### src/rtl/gpd_regs.svh
// Constants for the instrument bus device port: addresses, bus commands,
// register offsets, field positions and reset values.
// Assumes it is included by bare name from the package and the design.
`ifndef GPD_REGS_SVH
`define GPD_REGS_SVH

// Bus address values
`define GPD_ADDR_DEFAULT     5'h13
`define GPD_ADDR_LISTEN_ONLY 5'h1F
`define GPD_ENTRY_MAX        8'h1F

// Bus commands, seven bits with ATN true
`define GPD_CMD_GTL          7'h01
`define GPD_CMD_SDC          7'h04
`define GPD_CMD_LLO          7'h11
`define GPD_CMD_DCL          7'h14
`define GPD_CMD_SPE          7'h18
`define GPD_CMD_SPD          7'h19
`define GPD_CMD_UNL          7'h3F
`define GPD_CMD_UNT          7'h5F
`define GPD_GRP_LISTEN       2'h1
`define GPD_GRP_TALK         2'h2

// Register offsets (byte addresses)
`define GPD_REG_CTRL         12'h000
`define GPD_REG_STATUS       12'h004
`define GPD_REG_MASK         12'h008
`define GPD_REG_COND         12'h00C
`define GPD_REG_TXDATA       12'h010
`define GPD_REG_RXDATA       12'h014

// Field positions
`define GPD_CTRL_CTL_EN      0
`define GPD_ST_LISTEN        0
`define GPD_ST_TALK          1
`define GPD_ST_REMOTE        2
`define GPD_ST_LOCKOUT       3
`define GPD_ST_LONLY         4
`define GPD_ST_SPOLL         5
`define GPD_ST_RXFULL        6
`define GPD_ST_TXFULL        7
`define GPD_ST_ADDR_LSB      8
`define GPD_STB_RQS          6

// Reset values
`define GPD_MASK_RESET       8'h00
`define GPD_COND_RESET       8'h00

`endif

### src/rtl/gpd_pkg.sv
// Types for the instrument bus device port.
// Assumes the constants header sits beside it.
`default_nettype none
`include "gpd_regs.svh"

package gpd_pkg;

    // Top-level sequencing, one-hot
    typedef enum logic [2:0] {
        GPD_ST_INIT  = 3'b001,
        GPD_ST_RUN   = 3'b010,
        GPD_ST_ENTRY = 3'b100
    } gpd_fsm_t;

    // Whole state of the device port
    typedef struct packed {
        gpd_fsm_t    fsm;
        logic [4:0]  addr;
        logic        listen;
        logic        talk;
        logic        remote;
        logic        lockout;
        logic        spoll;
        logic        ctl_en;
        logic [7:0]  mask;
        logic [7:0]  cond;
        logic [7:0]  tx_data;
        logic        tx_full;
        logic [7:0]  rx_data;
        logic        rx_full;
        logic [6:0]  ent_val;
        logic [1:0]  ent_cnt;
        logic        dev_clear;
        logic        store_wr;
    } gpd_state_t;

endpackage : gpd_pkg

`default_nettype wire

### src/rtl/gpd_device.sv
// Device end of an instrument bus port: addressing, remote/local, lockout,
// device clear, abort, service request and serial poll status.
// Assumes bus bytes arrive already handshaken, one per i_bus_valid pulse,
// and all inputs are synchronous to i_clock. Registers sit on APB.
//
// The implementer's own choices: the APB slave port and the address map.
`timescale 1ns/1ps
`default_nettype none
`include "gpd_regs.svh"

// Interface overview
// Bus bytes: one cycle per byte, i_atn marks commands.
// Commands act on the edge that sees i_bus_valid.
// State changes show in the cycle that follows that edge.
// Abort (i_ifc) is a level and beats any command on talk, listen and poll state.
// Enable (i_ren) low forces local and drops lockout.
// Remote only after own listen address with enable high.
// Local key ignored while lockout holds.
// Listen-only: address 31, no addressing, panel kept alive.
// Listen-only still takes data bytes into the receive register.
//
// Talker path
// Poll byte takes priority over queued data.
// One status byte per poll; a second needs a new enable.
// Queued data byte leaves on valid and ready at an edge.
// Writing a new byte while one waits overwrites it.
//
// Service request
// Level output, stays while a masked-in condition is pending.
// Poll does not clear it; software clears conditions.
// Condition set beats a software clear in one cycle.
// Mask bit 6 is ignored, bit 6 is the request flag itself.
//
// Register side
// APB, no wait states, pready tied high.
// Unmapped offsets answer an error and change nothing.
// Eight-bit registers sit in bits 7:0, upper bits read zero.
// Write data wider than a field is cut to that field.
// Reading the receive register frees it for the next byte.
//
// Address store
// First edge after reset loads the address.
// Backup store first, internal switch if the backup is lost.
// Panel entry writes the store with a one-cycle strobe.
// Entry keeps two digits; values above 31 are dropped.
// Entry in service mode turns controller capability off.
// Limitation: a panel entry drops the addressed state,
// so the controller must address the port again.
//
// Device clear
// One-cycle pulse to the parser, both buffers emptied.
// Universal clear acts in any addressed state.
// Selected clear only when listening with enable high.

module gpd_device (
    // Clock and reset
    input  wire logic        i_clock,
    input  wire logic        i_rst_b,
    // APB slave
    input  wire logic        i_psel,
    input  wire logic        i_penable,
    input  wire logic        i_pwrite,
    input  wire logic [11:0] i_paddr,
    input  wire logic [31:0] i_pwdata,
    output logic      [31:0] o_prdata,
    output logic             o_pready,
    output logic             o_pslverr,
    // Instrument bus, after the handshake
    input  wire logic        i_bus_valid,
    input  wire logic [7:0]  i_bus_data,
    input  wire logic        i_atn,
    input  wire logic        i_ifc,
    input  wire logic        i_ren,
    output logic             o_srq,
    output logic             o_listen,
    output logic             o_talk,
    output logic             o_remote,
    output logic             o_talk_valid,
    output logic      [7:0]  o_talk_data,
    input  wire logic        i_talk_ready,
    // Instrument side
    input  wire logic [7:0]  i_cond_set,
    output logic             o_dev_clear,
    // Front panel
    input  wire logic        i_local_key,
    input  wire logic        i_address_entry_key,
    input  wire logic        i_digit_valid,
    input  wire logic [3:0]  i_digit,
    input  wire logic        i_terminator,
    input  wire logic        i_service_mode,
    output logic             o_panel_enable,
    // Battery-backed address store and internal switch
    input  wire logic        i_backup_valid,
    input  wire logic [4:0]  i_stored_addr,
    input  wire logic [4:0]  i_switch_addr,
    output logic             o_store_wr,
    output logic      [4:0]  o_store_addr
);
    import gpd_pkg::*;

    gpd_state_t s;
    gpd_state_t next_s;

    logic       lonly;
    logic [6:0] cmd;
    logic       is_cmd;
    logic       is_data;
    logic [7:0] stb;
    logic       service_requested_bit;
    logic       wr_en;
    logic       rd_en;
    logic       mapped;
    logic [7:0] ent_next;
    logic       tx_take;

    // Address 31 turns addressing off and the port listens to everything
    assign lonly   = (s.addr == `GPD_ADDR_LISTEN_ONLY);
    assign cmd     = i_bus_data[6:0];
    assign is_cmd  = i_bus_valid & i_atn;
    assign is_data = i_bus_valid & ~i_atn;

    // Pending conditions are only requested where the mask lets them
    assign service_requested_bit = |(s.cond & s.mask & 8'hBF);

    // Status byte: condition bits with the request flag in bit 6
    always_comb begin
        stb = s.cond;
        stb[`GPD_STB_RQS] = service_requested_bit;
    end

    // Talker answers the poll with the status byte, otherwise queued data
    assign o_talk_valid = s.talk & (s.spoll | s.tx_full);
    assign o_talk_data  = s.spoll ? stb : s.tx_data;
    assign tx_take      = o_talk_valid & i_talk_ready;

    // Outputs from state
    assign o_srq          = service_requested_bit;
    assign o_listen       = s.listen | lonly;
    assign o_talk         = s.talk;
    assign o_remote       = s.remote;
    assign o_dev_clear    = s.dev_clear;
    assign o_store_wr     = s.store_wr;
    assign o_store_addr   = s.addr;
    // Panel dead in remote; listen-only keeps it alive
    assign o_panel_enable = ~s.remote | lonly;

    // APB decode: no wait states, unmapped offsets answer an error
    assign mapped = (i_paddr == `GPD_REG_CTRL)   | (i_paddr == `GPD_REG_STATUS) |
                    (i_paddr == `GPD_REG_MASK)   | (i_paddr == `GPD_REG_COND)   |
                    (i_paddr == `GPD_REG_TXDATA) | (i_paddr == `GPD_REG_RXDATA);
    assign o_pready  = 1'b1;
    assign o_pslverr = i_psel & i_penable & ~mapped;
    assign wr_en     = i_psel & i_penable & i_pwrite & mapped;
    assign rd_en     = i_psel & i_penable & ~i_pwrite & mapped;

    // Read mux; reserved bits read zero
    always_comb begin
        o_prdata = 32'h0000_0000;
        case (i_paddr)
            `GPD_REG_CTRL:   o_prdata[`GPD_CTRL_CTL_EN] = s.ctl_en;
            `GPD_REG_STATUS: begin
                o_prdata[`GPD_ST_LISTEN]  = s.listen | lonly;
                o_prdata[`GPD_ST_TALK]    = s.talk;
                o_prdata[`GPD_ST_REMOTE]  = s.remote;
                o_prdata[`GPD_ST_LOCKOUT] = s.lockout;
                o_prdata[`GPD_ST_LONLY]   = lonly;
                o_prdata[`GPD_ST_SPOLL]   = s.spoll;
                o_prdata[`GPD_ST_RXFULL]  = s.rx_full;
                o_prdata[`GPD_ST_TXFULL]  = s.tx_full;
                o_prdata[`GPD_ST_ADDR_LSB +: 5] = s.addr;
            end
            `GPD_REG_MASK:   o_prdata[7:0] = s.mask;
            `GPD_REG_COND:   o_prdata[7:0] = stb;
            `GPD_REG_TXDATA: o_prdata[7:0] = s.tx_data;
            `GPD_REG_RXDATA: o_prdata[7:0] = s.rx_data;
            default:         o_prdata = 32'h0000_0000;
        endcase
    end

    // Two decimal digits at most, so the sum stays below 100
    assign ent_next = 8'(s.ent_val * 7'd10) + {4'h0, i_digit};

    // Next-state logic
    always_comb begin
        next_s = s;
        next_s.dev_clear = 1'b0;
        next_s.store_wr  = 1'b0;

        // Software side of the register file
        if (wr_en) begin
            case (i_paddr)
                `GPD_REG_CTRL:   next_s.ctl_en = i_pwdata[`GPD_CTRL_CTL_EN];
                `GPD_REG_MASK:   next_s.mask   = i_pwdata[7:0];
                `GPD_REG_COND:   next_s.cond   = s.cond & ~i_pwdata[7:0];
                `GPD_REG_TXDATA: begin
                    next_s.tx_data = i_pwdata[7:0];
                    next_s.tx_full = 1'b1;
                end
                default: next_s = next_s;
            endcase
        end
        // Reading the receive register frees it for the next byte
        if (rd_en && (i_paddr == `GPD_REG_RXDATA)) begin
            next_s.rx_full = 1'b0;
        end

        // Instrument events win over a clear in the same cycle
        next_s.cond = next_s.cond | i_cond_set;

        // Talker byte leaves; a poll byte is sent once
        if (tx_take) begin
            if (s.spoll) begin
                next_s.spoll = 1'b0;
            end else begin
                // A byte written in the same cycle keeps the flag set
                next_s.tx_full = wr_en && (i_paddr == `GPD_REG_TXDATA);
            end
        end

        // Incoming data bytes go to the parser while listening
        if (is_data && (s.listen || lonly) && !s.rx_full) begin
            next_s.rx_data = i_bus_data;
            next_s.rx_full = 1'b1;
        end

        // Bus commands
        if (is_cmd) begin
            case (cmd)
                `GPD_CMD_UNL: next_s.listen = 1'b0;
                `GPD_CMD_UNT: next_s.talk   = 1'b0;
                `GPD_CMD_SPE: next_s.spoll  = 1'b1;
                `GPD_CMD_SPD: next_s.spoll  = 1'b0;
                `GPD_CMD_LLO: next_s.lockout = 1'b1;
                `GPD_CMD_DCL: begin
                    next_s.talk      = 1'b0;
                    next_s.dev_clear = 1'b1;
                    next_s.rx_full   = 1'b0;
                    next_s.tx_full   = 1'b0;
                end
                `GPD_CMD_SDC: begin
                    if (s.listen && i_ren) begin
                        next_s.talk      = 1'b0;
                        next_s.dev_clear = 1'b1;
                        next_s.rx_full   = 1'b0;
                        next_s.tx_full   = 1'b0;
                    end
                end
                `GPD_CMD_GTL: begin
                    if (s.listen && i_ren) begin
                        next_s.talk   = 1'b0;
                        next_s.remote = 1'b0;
                    end
                end
                default: begin
                    // Own listen address: needs a normal address
                    if (!lonly && cmd[6:5] == `GPD_GRP_LISTEN
                        && cmd[4:0] == s.addr) begin
                        next_s.listen = 1'b1;
                        if (i_ren) begin
                            next_s.talk   = 1'b0;
                            next_s.remote = 1'b1;
                        end
                    end
                    // Talk addresses: own one takes the bus, others free it
                    if (!lonly && cmd[6:5] == `GPD_GRP_TALK) begin
                        if (cmd[4:0] == s.addr) begin
                            next_s.talk   = 1'b1;
                            next_s.listen = 1'b0;
                        end else begin
                            next_s.talk = 1'b0;
                        end
                    end
                end
            endcase
        end

        // Local key honoured only without lockout
        if (i_local_key && s.remote && !s.lockout) begin
            next_s.remote = 1'b0;
        end

        // REN false: back to local and lockout cleared
        if (!i_ren) begin
            next_s.remote  = 1'b0;
            next_s.lockout = 1'b0;
        end

        // Abort overrides any command on talk, listen and poll state
        if (i_ifc) begin
            next_s.talk   = 1'b0;
            next_s.listen = 1'b0;
            next_s.spoll  = 1'b0;
        end

        // Address load and front-panel entry
        case (s.fsm)
            GPD_ST_INIT: begin
                // Backup store if it survived, else the internal switch
                next_s.addr = i_backup_valid ? i_stored_addr : i_switch_addr;
                next_s.fsm  = GPD_ST_RUN;
            end
            GPD_ST_RUN: begin
                if (i_address_entry_key && o_panel_enable) begin
                    next_s.ent_val = 7'h00;
                    next_s.ent_cnt = 2'h0;
                    next_s.fsm     = GPD_ST_ENTRY;
                end
            end
            GPD_ST_ENTRY: begin
                if (i_digit_valid && s.ent_cnt != 2'h2) begin
                    next_s.ent_val = ent_next[6:0];
                    next_s.ent_cnt = s.ent_cnt + 2'h1;
                end else if (i_terminator) begin
                    // Out-of-range entries are dropped, address unchanged
                    if ({1'b0, s.ent_val} <= `GPD_ENTRY_MAX && s.ent_cnt != 2'h0) begin
                        next_s.addr     = s.ent_val[4:0];
                        next_s.store_wr = 1'b1;
                        next_s.listen   = 1'b0;
                        next_s.talk     = 1'b0;
                        if (i_service_mode) begin
                            next_s.ctl_en = 1'b0;
                        end
                    end
                    next_s.fsm = GPD_ST_RUN;
                end
            end
            default: next_s.fsm = GPD_ST_RUN;
        endcase
    end

    // State register; address starts at the delivered default
    always_ff @(posedge i_clock or negedge i_rst_b) begin
        if (!i_rst_b) begin
            s           <= '0;
            s.fsm       <= GPD_ST_INIT;
            s.addr      <= `GPD_ADDR_DEFAULT;
            s.mask      <= `GPD_MASK_RESET;
            s.cond      <= `GPD_COND_RESET;
            s.remote    <= 1'b0;
            s.lockout   <= 1'b0;
            s.listen    <= 1'b0;
            s.talk      <= 1'b0;
        end else begin
            s <= next_s;
        end
    end

endmodule : gpd_device

`default_nettype wire

### config.mk
export PLATFORM = sky130hd
export DESIGN_NAME = gpd_device
export DESIGN_NICKNAME = d
export VERILOG_FILES = /design/src/rtl/gpd_pkg.sv /design/src/rtl/gpd_device.sv
export VERILOG_INCLUDE_DIRS = /design/src /design/src/rtl
export SDC_FILE = /design/constraint.sdc
export NUM_CORES = 1
export LEC_CHECK = 0
export BUFFER_PORTS_ARGS = -buffer_cell sky130_fd_sc_hd__buf_2
export CAP_MARGIN = 20
export CORE_ASPECT_RATIO = 0.7
export CORE_MARGIN = 2
export CORE_UTILIZATION = 36
export CTS_CLUSTER_DIAMETER = 50
export DETAILED_ROUTE_END_ITERATION = 10
export RECOVER_POWER = 25
export SLEW_MARGIN = 15
export SYNTH_ARGS = -nofsm -noshare
export SYNTH_HDL_FRONTEND = slang
export SYNTH_SLANG_ARGS = --single-unit
export TNS_END_PERCENT = 30
### constraint.sdc
create_clock -name i_clock -period 2.5 [get_ports i_clock]
set_input_delay 0.5 -clock i_clock [delete_from_list [all_inputs] [get_ports i_clock]]
set_output_delay 0.5 -clock i_clock [all_outputs]
set_load 0.01 [all_outputs]
==> results of run 1 <==
-- through the flow --
stage	TNS (ns)	setup WS, ns	hold WS, ns	instances	util [%]
after global routing	-0.889	-0.113	0.343	601	47.9
after global placement	-0.421	-0.0680	0.493	581	43.7
after detailed placement	-1.60	-0.190	0.497	581	43.7
after floorplan	0	0.168	0.204	374	-
after CTS	-0.286	-0.0519	0.174	599	47.3
final	-0.285	-0.0772	0.351	601	47.9
-- worst paths after layout --
path / startpoint / endpoint / slack [ns] / cells past startpoint
worst max-delay path: i_paddr[11] / o_prdata[5] / -0.08 / 8
worst min-delay path: i_cond_set[2] / s[31] / 0.35 / 2
worst max register to register: o_store_addr[1] / s[19] / 0.33 / 5
worst min register to register: s[18] / s[18] / 0.51 / 1
max in group asynchronous: i_rst_b / s[2] / 0.53 / 2
min in group asynchronous: i_rst_b / s[29] / 0.42 / 1
-- synth_stat cells (all sizes together) (6+ instances only) --
library cell | n | area [um2]
a21o | 8 | 60.1
mux2 | 37 | 417
nand2 | 34 | 128
mux2i | 15 | 150
inv | 11 | 41.3
clkbuf | 6 | 22.5
nor2 | 17 | 63.8
o21ai | 14 | 70.1
a21oi | 12 | 60.1
dfrtp | 54 | 1350
nor3 | 10 | 82.6
nand3 | 8 | 40.0
a22o | 9 | 78.8
buf | 30 | 215
a221o | 7 | 70.1
ha | 9 | 113
xnor2 | 10 | 87.6
-- area by class of cell --
type | instances | area (um2) | area share, %
Clock buffer | 11 | 243 | 5.19
Timing Repair Buffer | 119 | 678 | 14.5
Sequential cell | 58 | 1460 | 31.1
Multi-Input combinational cell | 269 | 2020 | 43.2
Tap cell | 128 | 160 | 3.42
Clock inverter | 5 | 77.6 | 1.66
Inverter | 11 | 41.3 | 0.883
-- worst register-to-register path, stage by stage (launching register included) --
cell	delay, ns
dfstp_2	0.57
and3_1	0.18
nand3_1	0.20
nand2b_1	0.23
and3_1	0.48
mux2_2	0.39
-- cells by family (layout without fill, tap and decap cells) --
group                      after synthesis  count (layout)  synth area share (%)
and+or+nand+nor                        103             103                  15.3
other                                    2              21                 0.207
muxes                                   52              52                  15.6
buffers and inverters                   47             146                  7.69
xor gates and xnor gates                12              12                  2.90
adders and majority gates               11              11                  4.21
AOI/OAI and AO/OA                       70              70                  13.9
DFF                                     58              58                  40.2
-- per-layer routing --
metal	GRT usage (%)	routed length, um	up-vias
li1	-	-	1461
met1	28.2	4980	1454
met2	26.7	4240	121
met3	3.91	709	8
met4	4.60	67	0
met5	0	0	-
-- layout by cell type, fill, tap and decap left out, types with 8 or more instances in the layout --
| master | synthesis | final |
|---|---|---|
| a21o_1 | 8 | 8 |
| buf_2 | 1 | 96 |
| mux2i_1 | 15 | 15 |
| nand2_1 | 34 | 31 |
| inv_1 | 11 | 11 |
| o21ai_0 | 14 | 8 |
| ha_1 | 9 | 9 |
| dfrtp_1 | 54 | 54 |
| conb_1 | 2 | 21 |
| clkbuf_16 | 0 | 9 |
| a21oi_1 | 12 | 12 |
| nand3_1 | 8 | 8 |
| mux2_2 | 37 | 37 |
| nor2_1 | 17 | 17 |
| buf_4 | 25 | 15 |
| xnor2_1 | 10 | 10 |
| a22o_1 | 9 | 9 |
-- state kept, by name (all words and copies together), names as in the netlist --
register,flops
o_store_addr,5
o_remote,1
o_store_wr,1
s,49
o_dev_clear,1
o_talk,1
-- timing repair --
action / CTS / global route
hold buffers: 0 / 0
resized for setup: 5 / 22
setup endpoints to repair: 11 / 11
pin swaps: 3 / 10
setup buffers: 2 / 3
-- power by group through the flow --
| stage | Sequential [mW] | Combinational [mW] | Clock, mW |
|---|---|---|---|
| 2_1_floorplan | 1.09 | 0.272 | 0 |
| 3_3_place_gp | 1.12 | 0.353 | 0 |
| 3_5_place_dp | 1.12 | 0.360 | 0 |
| 4_1_cts | 1.11 | 0.365 | 1.34 |
| 5_1_grt | 1.12 | 0.404 | 1.39 |
| 6_report | 1.11 | 0.362 | 1.31 |
==> results_dict.tcl, run 1 <==
set metrics [dict create \
    async_flop_share_pct 100 \
    p_sw_share_pct 24.5 \
    endpoint_kind "primary output" \
    irDropWorstVdd_mv 0.293 \
    n_fill_cell 937 \
    area_delta_synth_final_pct 29.0 \
    report.power.total_mw 2.78 \
    gp_congestion 0.907 \
    num_vias 3044 \
    yosysSeqAreaShare_pct 40.2 \
    ys_warn_count 0 \
    core_mm2 0.00976 \
    diodes 0 \
    cp_cell_sequence "buf_6 -> nor4_4 -> nand3_1 -> or3b_4 -> buf_6 -> o21ai_2 -> a221o_1 -> buf_2" \
    drc 0 \
    worstSetupPathType "input pin to primary output" \
    dr.pass1.iters 4 \
    detail_route.wirelength_um 10000 \
    cts_root_buf "clkbuf_16" \
    antenna_found_initial 0 \
    numPortBuffers 99 \
    cp-start-kind "input pin" \
    drive_above_1_share_pct 41.0 \
    initial_core_util_pct 37.2 \
    row_count 30 \
    fin_worst_skew_ns 0.00484 \
    finalCritPeriodShare_pct 103 \
    syn_area_per_cell_um2 10.2 \
    max_stage_delay_ns 0.47 \
    grt_usage_pct 18.5 \
    synthFlopType "dfrtp_1" \
    cap_viol_max_count 0 \
    nNetsFinal 569 \
    ys_seq_elements 58 \
    clkSlewWorstSetupHoldPaths_ns 0.05 \
    wl_per_cell_um 16.6 \
    syn_area_mm2 0.00363 \
    htree_num_levels 3 \
    powerDensity_mw_per_mm2 593 \
    outcome "complete, but fails checks" \
    intPower_mw 2.10 \
    synth.distinct_cells 53 \
    setup_violations 7 \
    clk_latency_ns 0.32 \
    seq_power_share_pct 39.8 \
    cts_tree "yes" \
    worstPathArrival_ns 2.08 \
    die-area_mm2 0.0109 \
    crit_path_max_fanout 5 \
    leakage_nw 2.30 \
    die_h_um 88.0 \
    hp-class "input pin to flip-flop" \
    failed_checks "negative setup slack" \
    power_frac_comb_pct 13.0 \
    cts.sinks 58 \
    tightest_slew_ns 1.22 \
    slew_viol_final 0 \
    grt-ovfl-total 0 \
    max_freq_ghz 0.388 \
    synth_cells 355 \
    synth_edf_count 0 \
    p_clk_share_pct 47.1 \
    grt_setup_unrepaired "true" \
    stdcell_area_mm2 0.00468 \
    boundaryPins 145 \
    p_switching_mw 0.679 \
    crit_top_cell "buf_6" \
    via_per_inst 5.06 \
    path_delay_family "simple AND/OR/NAND/NOR gates" \
    die_x_um 124 \
    slowest_stage "or3b_4" \
    drt.antenna.violating_nets 0 \
    crit_required_ns 2.00 \
    drt_iter0_markers 171 \
    hpwl_um 7650 \
    period_needed_ns 2.58 \
    hold_viol 0 \
    cts_buffer_depth 2 \
    slew_headroom_pct 18.5 \
    grt_pass1_vias 2945 \
    setup_slack_ns -0.0772 \
    grt_pass1_wl_um 15300 \
    path_buf_inv 3 \
    cts-buffers-inserted 9 \
    grt_start_max_net_pins 38 \
    dpl_cell_area_mm2 0.00426 \
]
(Power assumes the default switching activity.)
==> run 2: changes to the inputs <==
--- a/config.mk
+++ b/config.mk
@@ -6,6 +6,7 @@
 export SDC_FILE = /design/constraint.sdc
 export NUM_CORES = 1
 export LEC_CHECK = 0
+export ABC_AREA = 1
 export BUFFER_PORTS_ARGS = -buffer_cell sky130_fd_sc_hd__buf_2
 export CAP_MARGIN = 20
 export CORE_ASPECT_RATIO = 0.7
==> run 2 against run 1 <==
The run ends with max-capacitance violations left. Clock power up 6%. Combinational power is 65% higher. Register-to-register slack gained 0.09 ns. Hold slack better by 0.0080 ns. Flip-flop and latch count stayed put. Maximum frequency rose by 11%. Synthesized cell count grew 58%. Critical path depth increased by 1. Routed wire length grew 12%.
==> results_dict.tcl, run 2 <==
set metrics [dict create \
    worstSetupPathType "input pin to primary output" \
    synthFlopType "dfrtp_1" \
    grt_pass1_vias 3726 \
    hold_viol 0 \
    cts_buffer_depth 2 \
    synth_compound_area_share_pct 15.2 \
    cp-start-kind "input pin" \
    top_register "s" \
    ctsResizeCount 0 \
    setup_violations 0 \
    die-area_mm2 0.0122 \
    nNetsFinal 761 \
    numPortBuffers 99 \
    outcome "complete, but fails checks" \
    synth_cells 562 \
    die_x_um 131 \
    synth_xor_area_share_pct 1.29 \
    netlist.area_leader.share_pct 33.3 \
    ys_top_cells_by_count "nand2_1, inv_1, dfrtp_1" \
    hp-class "input pin to flip-flop" \
    fin_worst_skew_ns 0.00573 \
    worstPathArrival_ns 1.82 \
    wl_per_cell_um 13.7 \
    layout_common_cells "nand2_1, buf_2, inv_1" \
    die_h_um 92.9 \
    tightest_slew_ns 1.50 \
    synthAdderAreaFrac_pct 3.76 \
    period_needed_ns 2.32 \
    drt.antenna.violating_nets 0 \
    core_mm2 0.0110 \
    crit_required_ns 2.00 \
    detail_route.wirelength_um 11200 \
    yosysMostFrequentCell "nand2_1" \
    cts_tree "yes" \
    ys_seq_elements 58 \
    hpwl_um 8920 \
    area_delta_synth_final_pct 21.7 \
    syn_area_mm2 0.00406 \
    endpoint_kind "primary output" \
    antenna_found_initial 0 \
    grt_usage_pct 19.0 \
    yosys.area_share.simple_pct 27.8 \
    cts_root_buf "clkbuf_16" \
    gp_congestion 0.907 \
    n_fill_cell 1148 \
    num_vias 3854 \
    drt_iter0_markers 330 \
    seq_area_mm2 0.00146 \
    crit_path_max_fanout 15 \
    synth_edf_count 0 \
    synthMuxAreaShare_pct 1.51 \
    max_freq_ghz 0.431 \
    grt_pass1_wl_um 17900 \
    synth.area.top_cells "dfrtp_1, nand2_1, inv_1" \
    startpoint "i_paddr[7]" \
    ys_warn_count 0 \
    clk_latency_ns 0.33 \
    cts.sinks 58 \
    cap_viol_max_count 1 \
    row_count 32 \
    dr.pass1.iters 5 \
    grt_setup_unrepaired "false" \
    synth.distinct_cells 44 \
    async_flop_share_pct 100 \
    yosysSeqAreaShare_pct 35.9 \
    irDropWorstVdd_mv 0.340 \
    rr_startpoint "s[5]" \
    cts_setup_buffers 0 \
    multi_input_area_mm2 0.00209 \
    timing.hold.ws_ns 0.359 \
    place_ws_ns 0.133 \
    hold_buffers 0 \
    htree_num_levels 3 \
    syn_area_per_cell_um2 7.23 \
    tns_ns 0 \
    powerDensity_mw_per_mm2 648 \
    largest_reg_flops 49 \
    grt-ovfl-total 0 \
    slew_viol_final 0 \
    diodes 0 \
    mostFrequentLayoutCell "nand2_1" \
    initial_core_util_pct 36.9 \
    worst-r2r-setup-slack_ns 0.42 \
    synth_top_cell_by_area "dfrtp_1" \
    clkSlewWorstSetupHoldPaths_ns 0.06 \
    leakage_nw 2.53 \
    drive_above_1_share_pct 25.1 \
    grt_start_max_net_pins 59 \
    drc 0 \
    failed_checks "max-capacitance violations" \
    via_per_inst 4.71 \
    synth_top_family_by_area "simple AND/OR/NAND/NOR gates" \
    finalCritPeriodShare_pct 92.7 \
    boundaryPins 145 \
    slew_headroom_pct 0.309 \
    cts-buffers-inserted 9 \
    setup_slack_ns 0.182 \
    hold_start "i_cond_set[2]" \
]
-- run 2: changes by cell type in the layout (fill, tap and decap cells not counted), sizes merged, moves of 10 or more --
cell and delta:
buf -16, o22ai +10, nand2 +119, mux2 -36
nor2 +34, nand3 +31, inv +81, mux2i -10
o21ai +41
-- run 2: layer usage --
layer / GRT usage, % / part of all wire (%) / vias up / routed length [um]
met5: 0 / 0 / - / 0
met4: 5.14 / 1.4 / 0 / 158
met3: 3.64 / 6.5 / 17 / 722
met2: 27.7 / 42 / 127 / 4720
met1: 28.6 / 50 / 1769 / 5580
li1: - / - / 1941 / -
-- run 2: final cells by class --
class	instances	area share [%]
Tap cell	153	3.87
Sequential cell	58	29.5
Timing Repair Buffer	102	10.4
Inverter	92	6.99
Clock buffer	12	5.39
Clock inverter	4	1.47
Multi-Input combinational cell	397	42.4
-- run 2: kinds of logic (layout without fill, tap and decap cells) --
logic type / after synthesis / in the layout
xor gates and xnor gates: 6 / 6
and+or+nand+nor: 254 / 254
buffers and inverters: 126 / 210
adders and majority gates: 11 / 11
muxes: 6 / 6
other: 2 / 21
AOI/OAI and AO/OA: 99 / 99
DFF: 58 / 58
-- run 2: worst paths after layout --
path	end	depth (start not counted)
worst max-delay path	o_prdata[3]	9
worst min-delay path	s[31]	3
worst max register to register	s[10]	8
worst min register to register	s[25]	2
max in group asynchronous	s[30]	2
min in group asynchronous	s[9]	2
-- run 2: per-stage QoR --
stage / instances / power [mW] / utilization [%] / instance area [um2]
after floorplan: 581 / 1.65 / - / 4130
after global placement: 802 / 1.81 / 41.8 / 4600
after detailed placement: 802 / 1.83 / 41.8 / 4600
after CTS: 818 / 3.21 / 44.9 / 4940
after global routing: 818 / 3.37 / 44.9 / 4940
final: 818 / 3.20 / 44.9 / 4940
-- run 2: where the power goes --
part | internal (mW) | switching (mW) | leakage (nW) | total (mW)
Clock | 0.952 | 0.435 | 0.165 | 1.39
Sequential | 1.10 | 0.122 | 0.732 | 1.22
Combinational | 0.222 | 0.374 | 1.64 | 0.596
Total | 2.27 | 0.932 | 2.53 | 3.20
-- run 2: worst max-delay path, stage by stage --
cell and delay, ns:
buf_2 0.11, nor2_2 0.13, nand3_2 0.12, nor2_4 0.23
nand3_1 0.12, inv_2 0.25, nand2_1 0.09, nand3_1 0.11
buf_2 0.13
